`src/frp_pkg.sv`:
```
// shared constants for the three-port fiber repeater
package frp_pkg;
    // main clock period in ns
    localparam int MCLK_PERIOD_NS = 8;
    // bit period of the line, as a count of main clock cycles
    localparam int BIT_CYCLES = 10;
    // mid-bit sampling point in cycles after an edge
    localparam int SAMPLE_POINT = BIT_CYCLES / 2;
    // bit fifo
    localparam int FIFO_DEPTH = 64;
    localparam int FIFO_AW = 6;
    localparam logic [FIFO_AW:0] FIFO_HALF = 7'h20;
    // idle time that ends a frame, in ns, and its cycle count
    localparam int IDLE_END_NS = 2000;
    localparam int IDLE_END_CYCLES = (IDLE_END_NS + MCLK_PERIOD_NS - 1) / MCLK_PERIOD_NS;
    localparam int IDLE_CW = 9;
    localparam logic IDLE_LEVEL = 1'b1;
    // source selector codes
    typedef enum logic [2:0] {
        FRP_SRC_A = 3'b001,
        FRP_SRC_B = 3'b010,
        FRP_SRC_T = 3'b100
    } frp_src_type;
    typedef enum logic [2:0] {
        FRP_IDLE = 3'b001,
        FRP_FILL = 3'b010,
        FRP_SEND = 3'b100
    } frp_state_type;
endpackage

```
`src/frp_bit_mem.sv`:
```
// bit memory for the drift fifo, registered read
`timescale 1ns/1ps
module frp_bit_mem (
    input wire logic mclk,
    input wire logic wr_en,
    input wire logic [frp_pkg::FIFO_AW-1:0] wr_addr,
    input wire logic wr_bit,
    input wire logic [frp_pkg::FIFO_AW-1:0] rd_addr,
    output logic rd_bit
);
    logic [frp_pkg::FIFO_DEPTH-1:0] mem_q;

    always_ff @(posedge mclk) begin
        if (wr_en) begin
            mem_q[wr_addr] <= wr_bit;
        end
    end

    always_ff @(posedge mclk) begin
        rd_bit <= mem_q[rd_addr];
    end
endmodule

```
`src/frp_repeater.sv`:
```
// three-port repeater: input lock, retimer, bit fifo, transmit switch, ttl echo
`timescale 1ns/1ps
module frp_repeater (
    input wire logic mclk,
    input wire logic rst,
    input wire logic rx_a,
    input wire logic rx_b,
    input wire logic rx_ttl,
    input wire logic tx_req,
    input wire logic retime_sel,
    output logic tx_a,
    output logic tx_b,
    output logic tx_ttl,
    output logic tx_ttl_echo,
    output logic locked_a,
    output logic locked_b
);
    // synchronisers, first stage read only by second
    logic [1:0] a_s_q;
    logic [1:0] b_s_q;
    logic [1:0] t_s_q;
    logic [1:0] r_s_q;
    logic [1:0] m_s_q;

    always_ff @(posedge mclk or posedge rst) begin
        if (rst) begin
            a_s_q <= 2'h3;
            b_s_q <= 2'h3;
            t_s_q <= 2'h3;
            r_s_q <= 2'h0;
            m_s_q <= 2'h0;
        end else begin
            a_s_q <= {a_s_q[0], rx_a};
            b_s_q <= {b_s_q[0], rx_b};
            t_s_q <= {t_s_q[0], rx_ttl};
            r_s_q <= {r_s_q[0], tx_req};
            m_s_q <= {m_s_q[0], retime_sel};
        end
    end

    logic a_in;
    logic b_in;
    logic t_in;
    logic req_in;
    logic reti;
    assign a_in = a_s_q[1];
    assign b_in = b_s_q[1];
    assign t_in = t_s_q[1];
    assign req_in = r_s_q[1];
    assign reti = m_s_q[1];

    function automatic logic active(input logic lvl);
        active = (lvl != frp_pkg::IDLE_LEVEL);
    endfunction

    // last cycle of a local bit slot
    function automatic logic slot_end(input logic [3:0] cnt);
        slot_end = (cnt == 4'(frp_pkg::BIT_CYCLES - 1));
    endfunction

    // frame bit on a port, idle level on the locked source
    function automatic logic route(input frp_pkg::frp_src_type src, input frp_pkg::frp_src_type port,
        input logic b);
        route = (src != port) ? b : frp_pkg::IDLE_LEVEL;
    endfunction

    // lock flag of one fiber port
    function automatic logic lock_of(input logic on, input frp_pkg::frp_src_type src,
        input frp_pkg::frp_src_type port);
        lock_of = on && (src == port);
    endfunction

    frp_pkg::frp_state_type state_q;
    frp_pkg::frp_src_type src_q;
    logic [frp_pkg::IDLE_CW-1:0] idle_cnt_q;
    logic sel_line;
    logic sel_busy;
    logic bypass;
    logic fifo_empty;
    logic idle_done;
    logic frame_on;

    // a frame is in progress from lock until release
    assign frame_on = (state_q != frp_pkg::FRP_IDLE);

    // selected source line and its activity; the others are ignored
    always_comb begin
        unique case (src_q)
            frp_pkg::FRP_SRC_A: begin
                sel_line = a_in;
                sel_busy = active(a_in);
            end
            frp_pkg::FRP_SRC_B: begin
                sel_line = b_in;
                sel_busy = active(b_in);
            end
            default: begin
                sel_line = t_in;
                sel_busy = active(t_in) || req_in;
            end
        endcase
    end

    // ttl source with retimer off goes round the retimer
    assign bypass = (src_q == frp_pkg::FRP_SRC_T) && !reti;

    // quiet time on the locked input
    always_ff @(posedge mclk or posedge rst) begin
        if (rst) begin
            idle_cnt_q <= '0;
        end else if (state_q == frp_pkg::FRP_IDLE || sel_busy) begin
            idle_cnt_q <= '0;
        end else if (!idle_done) begin
            idle_cnt_q <= idle_cnt_q + 1'b1;
        end
    end
    assign idle_done = (idle_cnt_q == frp_pkg::IDLE_CW'(frp_pkg::IDLE_END_CYCLES));

    // retimer and bypass bit stream
    logic rt_valid;
    logic rt_bit;
    logic [3:0] by_cnt_q;
    logic by_valid;

    frp_retimer u_retimer (
        .mclk(mclk),
        .rst(rst),
        .enable(frame_on && !bypass),
        .line_in(sel_line),
        .bit_valid(rt_valid),
        .bit_val(rt_bit)
    );

    // bypass samples each bit slot once, at a fixed count, without edge realignment
    always_ff @(posedge mclk or posedge rst) begin
        if (rst) begin
            by_cnt_q <= 4'h0;
        end else if (state_q == frp_pkg::FRP_IDLE || !bypass) begin
            by_cnt_q <= 4'h0;
        end else if (slot_end(by_cnt_q)) begin
            by_cnt_q <= 4'h0;
        end else begin
            by_cnt_q <= by_cnt_q + 4'h1;
        end
    end
    assign by_valid = bypass && (by_cnt_q == 4'(frp_pkg::SAMPLE_POINT));

    logic in_valid;
    logic in_bit;
    assign in_valid = bypass ? by_valid : rt_valid;
    assign in_bit = bypass ? sel_line : rt_bit;

    // bit fifo with read pacing at the local bit rate
    logic [frp_pkg::FIFO_AW:0] wr_ptr_q;
    logic [frp_pkg::FIFO_AW:0] rd_ptr_q;
    logic [frp_pkg::FIFO_AW:0] level;
    logic [3:0] out_cnt_q;
    logic out_tick;
    logic rd_bit;
    logic wr_ok;
    logic rd_go;

    assign level = wr_ptr_q - rd_ptr_q;
    assign fifo_empty = (level == '0);
    // writes stop once the line is quiet, so the fifo can drain
    assign wr_ok = in_valid && frame_on && !idle_done
        && (level != (frp_pkg::FIFO_HALF << 1));
    assign out_tick = slot_end(out_cnt_q);
    assign rd_go = out_tick && (state_q == frp_pkg::FRP_SEND) && !fifo_empty;

    always_ff @(posedge mclk or posedge rst) begin
        if (rst) begin
            wr_ptr_q <= '0;
            rd_ptr_q <= '0;
        end else if (state_q == frp_pkg::FRP_IDLE) begin
            wr_ptr_q <= '0;
            rd_ptr_q <= '0;
        end else begin
            if (wr_ok) begin
                wr_ptr_q <= wr_ptr_q + 1'b1;
            end
            if (rd_go) begin
                rd_ptr_q <= rd_ptr_q + 1'b1;
            end
        end
    end

    always_ff @(posedge mclk or posedge rst) begin
        if (rst) begin
            out_cnt_q <= 4'h0;
        end else if (state_q != frp_pkg::FRP_SEND || out_tick) begin
            out_cnt_q <= 4'h0;
        end else begin
            out_cnt_q <= out_cnt_q + 4'h1;
        end
    end

    frp_bit_mem u_mem (
        .mclk(mclk),
        .wr_en(wr_ok),
        .wr_addr(wr_ptr_q[frp_pkg::FIFO_AW-1:0]),
        .wr_bit(in_bit),
        .rd_addr(rd_ptr_q[frp_pkg::FIFO_AW-1:0]),
        .rd_bit(rd_bit)
    );

    // lock state machine
    always_ff @(posedge mclk or posedge rst) begin
        if (rst) begin
            state_q <= frp_pkg::FRP_IDLE;
            src_q <= frp_pkg::FRP_SRC_T;
        end else begin
            unique case (state_q)
                frp_pkg::FRP_IDLE: begin
                    if (req_in || active(t_in)) begin
                        src_q <= frp_pkg::FRP_SRC_T;
                        state_q <= frp_pkg::FRP_FILL;
                    end else if (active(a_in)) begin
                        src_q <= frp_pkg::FRP_SRC_A;
                        state_q <= frp_pkg::FRP_FILL;
                    end else if (active(b_in)) begin
                        src_q <= frp_pkg::FRP_SRC_B;
                        state_q <= frp_pkg::FRP_FILL;
                    end
                end
                frp_pkg::FRP_FILL: begin
                    if (level >= frp_pkg::FIFO_HALF || (idle_done && !fifo_empty)) begin
                        state_q <= frp_pkg::FRP_SEND;
                    end else if (idle_done) begin
                        state_q <= frp_pkg::FRP_IDLE;
                    end
                end
                frp_pkg::FRP_SEND: begin
                    if (idle_done && fifo_empty && out_tick) begin
                        state_q <= frp_pkg::FRP_IDLE;
                    end
                end
                default: begin
                    state_q <= frp_pkg::FRP_IDLE;
                end
            endcase
        end
    end

    // transmit switch; bit held for a whole local bit period
    logic hold_q;
    logic sending_q;
    always_ff @(posedge mclk or posedge rst) begin
        if (rst) begin
            hold_q <= 1'b1;
            sending_q <= 1'b0;
        end else begin
            sending_q <= rd_go;
            if (sending_q) begin
                hold_q <= rd_bit;
            end else if (state_q == frp_pkg::FRP_IDLE) begin
                hold_q <= 1'b1;
            end
        end
    end

    always_ff @(posedge mclk or posedge rst) begin
        if (rst) begin
            tx_a <= 1'b1;
            tx_b <= 1'b1;
            tx_ttl <= 1'b1;
        end else begin
            tx_a <= route(src_q, frp_pkg::FRP_SRC_A, hold_q);
            tx_b <= route(src_q, frp_pkg::FRP_SRC_B, hold_q);
            tx_ttl <= route(src_q, frp_pkg::FRP_SRC_T, hold_q);
        end
    end

    // lock flags for the fiber ports
    always_ff @(posedge mclk or posedge rst) begin
        if (rst) begin
            locked_a <= 1'b0;
            locked_b <= 1'b0;
        end else begin
            locked_a <= lock_of(frame_on, src_q, frp_pkg::FRP_SRC_A);
            locked_b <= lock_of(frame_on, src_q, frp_pkg::FRP_SRC_B);
        end
    end

    // echo straight from the pin, gated only by reset
    always_comb begin
        tx_ttl_echo = rx_ttl | rst;
    end
endmodule

```
`src/frp_retimer.sv`:
```
// oversampling retimer: recovers bits at mid-period from the line
`timescale 1ns/1ps
module frp_retimer (
    input wire logic mclk,
    input wire logic rst,
    input wire logic enable,
    input wire logic line_in,
    output logic bit_valid,
    output logic bit_val
);
    logic [3:0] cnt_q;
    logic prev_q;

    // edges realign the phase; the bit is sampled at mid-period
    always_ff @(posedge mclk or posedge rst) begin
        if (rst) begin
            cnt_q <= 4'h0;
            prev_q <= 1'b1;
            bit_valid <= 1'b0;
            bit_val <= 1'b1;
        end else begin
            prev_q <= line_in;
            bit_valid <= 1'b0;
            if (!enable) begin
                cnt_q <= 4'h0;
            end else if (line_in != prev_q) begin
                cnt_q <= 4'h1;
            end else begin
                if (cnt_q == 4'(frp_pkg::SAMPLE_POINT)) begin
                    bit_valid <= 1'b1;
                    bit_val <= line_in;
                end
                if (cnt_q == 4'(frp_pkg::BIT_CYCLES - 1)) begin
                    cnt_q <= 4'h0;
                end else begin
                    cnt_q <= cnt_q + 4'h1;
                end
            end
        end
    end
endmodule
```
`config.mk`:
```
export PLATFORM = sky130hd
export DESIGN_NAME = frp_repeater
export DESIGN_NICKNAME = d
export VERILOG_FILES = /design/src/frp_pkg.sv /design/src/frp_bit_mem.sv /design/src/frp_repeater.sv /design/src/frp_retimer.sv
export SDC_FILE = /design/constraint.sdc
export NUM_CORES = 1
export LEC_CHECK = 0
export BUFFER_PORTS_ARGS = -buffer_cell sky130_fd_sc_hd__buf_2
export CORE_MARGIN = 8
export CORE_UTILIZATION = 40
export CTS_CLUSTER_DIAMETER = 80
export DETAILED_ROUTE_END_ITERATION = 6
export GPL_ROUTABILITY_DRIVEN = 0
export HOLD_SLACK_MARGIN = 0.05
export PLACE_DENSITY = 0.53
export SLEW_MARGIN = 40
export SYNTH_ARGS = -nofsm -noshare
export SYNTH_HDL_FRONTEND = slang
export SYNTH_HIERARCHICAL = 1
export SYNTH_SLANG_ARGS = --single-unit
```
`constraint.sdc`:
```
create_clock -name mclk -period 4.4 [get_ports mclk]
set_input_delay 0.22 -clock mclk [delete_from_list [all_inputs] [get_ports mclk]]
set_output_delay 0.22 -clock mclk [all_outputs]
set_load 0.1 [all_outputs]
```
==> results of run 1 <==
metal layers:
metal  routed length, um  track usage (%)  vias to the layer above
met5                   0                0                        -
met4                 120             4.11                        0
met3                 530             4.17                        8
met2                6120             22.4                       57
met1                5520             16.0                     1962
li1                    -                -                     1917
report_power, final:
group | leakage [uW] | internal, uW | switching (uW) | total (uW)
sequential | 0.00138 | 1440 | 78.0 | 1520
combinational | 0.000861 | 135 | 342 | 477
clock | 0.000261 | 766 | 495 | 1260
Yosys cell counts (2+ instances only):
| cell type | n |
|---|---|
| o21bai_1 | 2 |
| or4_1 | 4 |
| edfxtp_1 | 64 |
| nor2_1 | 100 |
| mux4_1 | 14 |
| mux2i_1 | 12 |
| inv_1 | 17 |
| ha_1 | 14 |
| o21ai_0 | 9 |
| nand3b_1 | 7 |
| or2_2 | 5 |
| nand2b_1 | 12 |
| nor3_1 | 11 |
| clkbuf_1 | 12 |
| xor2_1 | 7 |
| buf_2 | 2 |
| nand4b_1 | 3 |
| mux4_2 | 2 |
| mux2_2 | 3 |
| nand4_1 | 7 |
| xnor2_1 | 10 |
| buf_6 | 2 |
| dfstp_2 | 14 |
| o22ai_1 | 4 |
| a21boi_0 | 2 |
| o31ai_1 | 5 |
| nand3_1 | 17 |
| a21oi_1 | 18 |
| nor2b_1 | 9 |
| and2_1 | 2 |
| nand2_1 | 35 |
| o211ai_1 | 2 |
| buf_1 | 2 |
| dfrtp_1 | 47 |
| nor3b_1 | 2 |
| o21ai_1 | 2 |
| a21o_1 | 2 |
flip-flops by register name (all words and copies together), names as in the netlist, 2 cells and up:
register,cells
u_mem/mem_q,64
state_q,3
t_s_q,2
m_s_q,2
rd_ptr_q,7
out_cnt_q,4
b_s_q,2
u_retimer/cnt_q,4
idle_cnt_q,9
a_s_q,2
r_s_q,2
src_q,3
wr_ptr_q,7
by_cnt_q,4
worst register-to-register path, cell delays in order, from the launching register on:
cell      delay [ns]
dfrtp_1         0.70
inv_1           0.12
ha_1            0.35
a21oi_1         0.29
a21boi_0        0.15
o31ai_1         0.27
a21oi_2         0.16
nor2_1          0.47
nor4bb_1        0.46
nand2_1         0.18
nor3_1          0.23
cells by family after synthesis:
kind of cell	after synthesis	share of synthesized area (%)
mux	32	9.49
compound gates	63	7.14
xor+xnor	17	2.43
fa+ha+maj	14	2.86
flops	126	56.9
simple gates	227	18.3
buf+inv	38	2.90
stage by stage:
stage	total power, uW	worst slack [ns]	cell area, um2
2_1_floorplan	1880	1.48	6130
3_3_place_gp	2000	0.885	6340
3_5_place_dp	2020	0.788	6340
4_1_cts	3300	0.725	6940
5_1_grt	3410	0.422	6940
6_report	3260	0.704	6940
worst max-delay path by stage:
| stage | end | start | slack [ns] | cells past startpoint |
|---|---|---|---|---|
| floorplan | u_mem/mem_q[12] | wr_ptr_q[2] | 1.48 | 9 |
| global placement | u_mem/mem_q[60] | rd_ptr_q[2] | 0.89 | 10 |
| detailed placement | u_mem/mem_q[12] | rd_ptr_q[2] | 0.79 | 10 |
| CTS | u_mem/mem_q[12] | rd_ptr_q[2] | 0.72 | 10 |
| global route | u_mem/mem_q[12] | rd_ptr_q[2] | 0.42 | 10 |
| finish | u_mem/mem_q[12] | rd_ptr_q[2] | 0.70 | 10 |
area by class of cell:
type / count / area, um2
clock buffers: 19 / 433
clock inverters: 13 / 100
fillers: 1381 / 8150
inverters: 18 / 67.6
multi-input cells: 353 / 2470
flip-flops and latches: 126 / 3490
well taps: 188 / 235
repair buffers: 21 / 143
timing repair:
action                     4_1_cts  5_1_grt
setup endpoints to repair        0        0
hold buffers                     6        0
hold endpoints to repair        49        0
==> impl_metrics.toml, run 1 <==
[clocking]
max-clock-path-buffers = 2
htree_num_levels = 4
cts_sinks = 126
postCtsSetupRepairBufs = 0
cts_resized = 0
cts_tree = "yes"
cts.clk_slew.worst_paths_ns = 0.05
numCtsBuffers = 17
cts_root_buf = "clkbuf_16"
clk_latency_ns = 0.41

[die]
num_rows = 45
coreArea_mm2 = 0.0151
fp.dieH_um = 140
fp.dieW_um = 140
initial_utilization_pct = 40.6
dieArea_mm2 = 0.0195
ios = 13

[outcome]
status = "finished clean"

[global_route]
antenna_found_initial = 0
grt_overflow_total = 0
grt_start_max_net_pins = 65
globalRouteTotalUtil_pct = 13.3
grt_pass1_vias = 3965
grt_pass1_wl_um = 20400

[route]
ant_nets = 0
num_vias = 3944
dr.first_iter.drc_count = 253
first_pass_iters = 4
drcViolationCount = 0
routed_wirelength_um = 12300
wire_per_inst_um = 16.7
viasPerCell = 5.34

[synth]
synth.area.top_cells = "edfxtp_1, dfrtp_1, nor2_1"
synth_edf_count = 64
syn_inst = 517
synth.distinct_cells = 72
yosysWarnings = 6
synth_top_cell_area_share_pct = 31.3
syn-num-nets = 538
ys_seq_area_share_pct = 56.9
netlist_area_mm2 = 0.00613
synth-main-ff-cell = "edfxtp_1"
syn_avg_cell_area_um2 = 11.9
synthArstFlopShare_pct = 48.4
synth-seq-cells = 126
yosys.area.top_type = "edfxtp_1"

[worst_setup_path]
r2r_start = "rd_ptr_q[2]"
crit_buf_inv = 1
cp_top_family = "simple AND/OR/NAND/NOR gates"
endpoint_kind = "flip-flop"
cp_max_fo = 18
start_kind = "flip-flop"
cp.arrival_ns = 3.79
worstRegToRegCells = 10
cpMaxStageDelayCell = "dfrtp_1"
crit_chain = "inv_1, ha_1, a21oi_1, a21boi_0, o31ai_1, a21oi_2, nor2_1, nor4bb_1, nand2_1, nor3_1"
critPathMaxStageDelay_ns = 0.70
required_ns = 4.49
r2r_slack_ns = 0.70
critical_path_class = "flip-flop to flip-flop"
regToRegEndpoint = "u_mem/mem_q[12]"

[pwr]
vdd_drop_max_mv = 0.271
power.density_mw_per_mm2 = 470
power_leakage_uw = 0.00251

[timing]
max_slew_margin_pct = 50.2
tightest_slew_ns = 0.743
period_needed_ns = 3.70
whs_ns = 0.328
grt_setup_unrepaired = "no"
hold_viol_final = 0
setup_viol = 0
slew_violations = 0
fmax_mhz = 271
fin_skew_ns = 0.00798
fin_setup_tns_ns = 0
fin_crit_sh_pct = 84.0

[final_layout]
final_common_cell = "nor2_1"
layout.nets = 558
diodes = 0
utilization_pct = 46.0
syn_to_final_growth_pct = 13.2
drive_gt1_share_pct = 15.1
fin_cells = 738
final_cell_mix = "nor2_1, edfxtp_1, dfrtp_1"

[job]
cap_violations = 0

[worst_hold_path]
min_path_type = "input port to async pin"

[placed_design]
port_buffers = 12
hpwl_um = 8050
place_inst = 700
No activity file was read; power rests on OpenSTA's default activity.
==> run 2: changes to the inputs <==
==> constraint.sdc (replaced) <==
create_clock -name mclk -period 3.85 [get_ports mclk]
set_input_delay 0.1925 -clock mclk [delete_from_list [all_inputs] [get_ports mclk]]
set_output_delay 0.1925 -clock mclk [all_outputs]
set_load 0.1 [all_outputs]
==> impl_metrics.toml, run 2 (same netlist as run 1, synthesis figures left out) <==
[worst_setup_path]
regToRegEndpoint = "u_mem/mem_q[52]"
cpMaxStageDelayCell = "dfrtp_1"
critical_path_class = "flip-flop to flip-flop"
r2r_slack_ns = 0.49
r2r_start = "rd_ptr_q[4]"
cp.arrival_ns = 3.47
required_ns = 3.97
start_kind = "flip-flop"
endpoint_kind = "flip-flop"
critPathMaxStageDelay_ns = 0.59
cpMostUsedCell = "nor2_1"
worstRegToRegCells = 10
crit_chain = "inv_1, ha_1, and2_4, nand4b_1, a311o_1, a21oi_2, nor2_1, nor2b_1, nand2_1, nor2_1"
cp_max_fo = 13

[placed_design]
port_buffers = 12
hpwl_um = 8160
placed_area_mm2 = 0.00637

[die]
dieArea_mm2 = 0.0195
initial_utilization_pct = 40.6
num_rows = 45
fp.dieH_um = 140
ios = 13
fp.dieW_um = 140
coreArea_mm2 = 0.0151

[route]
wire_per_inst_um = 16.7
first_pass_iters = 4
viasPerCell = 5.35
routed_wirelength_um = 12300
dr.first_iter.drc_count = 255
num_vias = 3962
ant_nets = 0
drcViolationCount = 0

[final_layout]
largest_reg_flops = 64
final_cell_mix = "nor2_1, edfxtp_1, dfrtp_1"
largest_register = "u_mem/mem_q"
final_common_cell = "nor2_1"
final_area_mm2 = 0.00696
fillerInstances = 1419
drive_gt1_share_pct = 15.7
syn_to_final_growth_pct = 13.6
diodes = 0
layout.nets = 562
top_regs = "u_mem/mem_q: 64 flops, idle_cnt_q: 9 flops"

[clocking]
max-clock-path-buffers = 2
postCtsSetupRepairBufs = 0
cts_sinks = 126
clk_latency_ns = 0.41
cts_tree = "yes"
cts.clk_slew.worst_paths_ns = 0.06
numCtsBuffers = 17
htree_num_levels = 4
cts_root_buf = "clkbuf_16"

[global_route]
grt_pass1_wl_um = 20300
grtUsageMet1_pct = 16.0
grt_pass1_vias = 3888
antenna_found_initial = 0
grt_util_met2_pct = 22.1
grt_start_max_net_pins = 65
globalRouteTotalUtil_pct = 13.4
grt_busiest_layer = "met2"
met3_usage_pct = 4.14
grt_overflow_total = 0

[timing]
grt_setup_unrepaired = "no"
slew_violations = 0
fin_crit_sh_pct = 87.2
fmax_mhz = 298
tightest_slew_ns = 0.676
setup_viol = 0
max_slew_margin_pct = 54.6
hold_viol_final = 0
fin_skew_ns = 0.00671
period_needed_ns = 3.36
fin_setup_tns_ns = 0

[job]
cap_violations = 0

[pwr]
vdd_drop_max_mv = 0.308
power_leakage_uw = 0.00253
power.density_mw_per_mm2 = 533

[outcome]
status = "finished clean"

[worst_hold_path]
min_path_type = "input port to async pin"
[run 2: cell types whose count changed in the layout (fill, tap and decap cells not counted)]
cell	before	now
clkinv_4	2	1
clkbuf_1	2	1
inv_6	0	1
buf_4	3	7
[run 2: critical path: cells and delay by family (launching register included)]
kind            cells  cell delay [ns]
fa+ha+maj           1             0.38
flops               1             0.59
buf+inv             1             0.11
compound gates      2             0.36
simple gates        6             1.62
[run 2: stage by stage]
stage	hold WS, ns	total power, uW	util (%)	setup slack, ns	instances
after global placement	0.153	2280	42.2	0.662	704
after global routing	0.303	3900	46.2	0.182	741
after detailed placement	0.167	2310	42.2	0.545	704
after CTS	0.265	3770	46.2	0.508	741
final	0.293	3720	46.2	0.494	741
after floorplan	-0.00555	2150	-	0.929	517
[run 2: final cells by class]
type | instances | area (um2) | area share (%)
multi-input combinational | 353 | 2470 | 35.5
sequential | 126 | 3490 | 50.1
clock buffer | 18 | 429 | 6.16
timing repair buffer | 25 | 173 | 2.48
clock inverter | 13 | 100 | 1.44
tap | 188 | 235 | 3.38
inverter | 18 | 67.6 | 0.970
[run 2: worst max path at each step]
| stage | start | slack [ns] | to | depth (start not counted) |
|---|---|---|---|---|
| floorplan | wr_ptr_q[2] | 0.93 | u_mem/mem_q[12] | 9 |
| global placement | rd_ptr_q[4] | 0.66 | u_mem/mem_q[38] | 10 |
| detailed placement | rd_ptr_q[4] | 0.54 | u_mem/mem_q[62] | 10 |
| CTS | rd_ptr_q[4] | 0.51 | u_mem/mem_q[46] | 10 |
| global route | rd_ptr_q[4] | 0.18 | u_mem/mem_q[8] | 10 |
| finish | rd_ptr_q[4] | 0.49 | u_mem/mem_q[52] | 10 |
[run 2: routing by layer]
metal	wire [um]	vias up
met5	0	-
met4	143	0
met3	454	12
met2	6230	57
met1	5510	1967
li1	-	1926
[run 2: where the power goes]
group / internal (uW) / switching (uW) / leakage [uW]
Clock: 872 / 573 / 0.000260
Combinational: 154 / 378 / 0.000883
Sequential: 1650 / 87.4 / 0.00138
Total: 2680 / 1040 / 0.00253
[run 2: what timing repair did]
| action | CTS | global route |
|---|---|---|
| hold buffers | 6 | 0 |
| endpoints found under the hold margin | 33 | 0 |
| resized for setup | 0 | 0 |
==> run 3: changes to the inputs <==
--- a/config.mk
+++ b/config.mk
@@ -13,6 +13,8 @@
 export GPL_ROUTABILITY_DRIVEN = 0
 export HOLD_SLACK_MARGIN = 0.05
 export PLACE_DENSITY = 0.53
+export RECOVER_POWER = 25
+export SKIP_CTS_REPAIR_TIMING = 1
 export SLEW_MARGIN = 40
 export SYNTH_ARGS = -nofsm -noshare
 export SYNTH_HDL_FRONTEND = slang
==> impl_metrics.toml, run 3 (same netlist as run 1, synthesis figures left out) <==
[outcome]
status = "finished with violations"
violations = "max-capacitance violations, max-slew violations"

[global_route]
antenna_found_initial = 0
grt_pass1_wl_um = 20200
grt_pass1_vias = 3853
grt_overflow_total = 0
grt_start_max_net_pins = 65
globalRouteTotalUtil_pct = 13.3

[worst_setup_path]
cp_top_family = "simple AND/OR/NAND/NOR gates"
crit_buf_inv = 1
endpoint_kind = "flip-flop"
regToRegEndpoint = "u_mem/mem_q[46]"
cp.arrival_ns = 3.46
cpMaxStageDelayCell = "dfrtp_1"
cpMostUsedCell = "nor2_1"
start_kind = "flip-flop"
startpoint = "rd_ptr_q[4]"
endpoint = "u_mem/mem_q[46]"
critical_path_class = "flip-flop to flip-flop"
required_ns = 3.97
crit_chain = "inv_1, ha_1, and2_4, nand4b_1, a311o_1, a21oi_2, nor2_1, nor2b_1, nand3_1, nor2_1"
cp.depth = 10
critPathMaxStageDelay_ns = 0.59
cp_max_fo = 13
worstRegToRegCells = 10
r2r_slack_ns = 0.51
r2r_start = "rd_ptr_q[4]"

[final_layout]
top_regs = "u_mem/mem_q: 64 flops, idle_cnt_q: 9 flops"
syn_to_final_growth_pct = 13.4
largest_register = "u_mem/mem_q"
drive_gt1_share_pct = 14.6
final_common_cell = "nor2_1"
largest_reg_flops = 64
final_cell_mix = "nor2_1, edfxtp_1, dfrtp_1"
diodes = 0
fillerInstances = 1421
utilization_pct = 46.1
layout.nets = 562

[die]
coreArea_mm2 = 0.0151
initial_utilization_pct = 40.6
dieArea_mm2 = 0.0195
num_rows = 45
fp.dieW_um = 140
fp.dieH_um = 140
ios = 13

[route]
first_pass_iters = 5
ant_nets = 0
wire_per_inst_um = 16.7
num_vias = 3979
viasPerCell = 5.37
drcViolationCount = 0
dr.first_iter.drc_count = 266
routed_wirelength_um = 12400

[timing]
whs_ns = 0.277
fin_setup_tns_ns = 0
fin_crit_sh_pct = 86.8
setup_viol = 0
grt_setup_unrepaired = "no"
fmax_mhz = 299
fin_skew_ns = 0.00562
slew_violations = 34
setup_ws_ns = 0.507
max_slew_margin_pct = -11.1
hold_viol_final = 0
period_needed_ns = 3.34
tightest_slew_ns = 1.67

[clocking]
numCtsBuffers = 17
clk_latency_ns = 0.41
cts_sinks = 126
max-clock-path-buffers = 2
cts_root_buf = "clkbuf_16"
htree_num_levels = 4
cts.clk_slew.worst_paths_ns = 0.06
cts_tree = "yes"

[placed_design]
hpwl_um = 8160
port_buffers = 12
post-place-ws_ns = 0.545

[pwr]
vdd_drop_max_mv = 0.307
power_leakage_uw = 0.00251
power.density_mw_per_mm2 = 535

[job]
cap_violations = 1

[worst_hold_path]
min_path_type = "input port to async pin"
run 3: worst min-delay path by stage:
stage          start             endpoint  slack, ns  cells after the start
2_1_floorplan    rst  u_retimer/bit_valid     -0.006                      1
3_3_place_gp     rst   u_retimer/cnt_q[0]       0.15                      2
3_5_place_dp     rst   u_retimer/cnt_q[1]       0.17                      2
4_1_cts          rst   u_retimer/cnt_q[2]      -0.28                      2
5_1_grt          rst   u_retimer/cnt_q[2]       0.29                      3
6_report         rst   u_retimer/cnt_q[1]       0.28                      3
run 3: report_power, final:
part | switching (uW) | internal [uW]
sequential | 88.1 | 1650
clock | 575 | 872
combinational | 380 | 153
run 3: worst min-delay path, stage by stage:
cell	delay, ns
dlygate4sd3_1	0.54
clkbuf_1	0.12
inv_1	0.23
run 3: through the flow:
stage               cells  instance area, um2  total power, uW
global placement      704                6370             2280
CTS                   735                6900             3770
floorplan             517                6130             2150
finish                741                6950             3720
detailed placement    704                6370             2310
global route          741                6950             3900
run 3: per-layer routing:
layer / vias up / routed length [um] / track usage [%]
met5: - / 0 / 0
met2: 53 / 6200 / 22.0
met4: 0 / 155 / 5.14
met1: 1989 / 5600 / 16.0
li1: 1923 / - / -
met3: 14 / 419 / 4.10
run 3: final cells by class:
type | instances | area, um2 | share of cell area, %
clock inverter | 13 | 100 | 1.44
tap | 188 | 235 | 3.38
timing repair buffer | 25 | 163 | 2.34
clock buffer | 18 | 429 | 6.17
inverter | 18 | 67.6 | 0.972
multi-input combinational | 353 | 2470 | 35.6
sequential | 126 | 3490 | 50.1
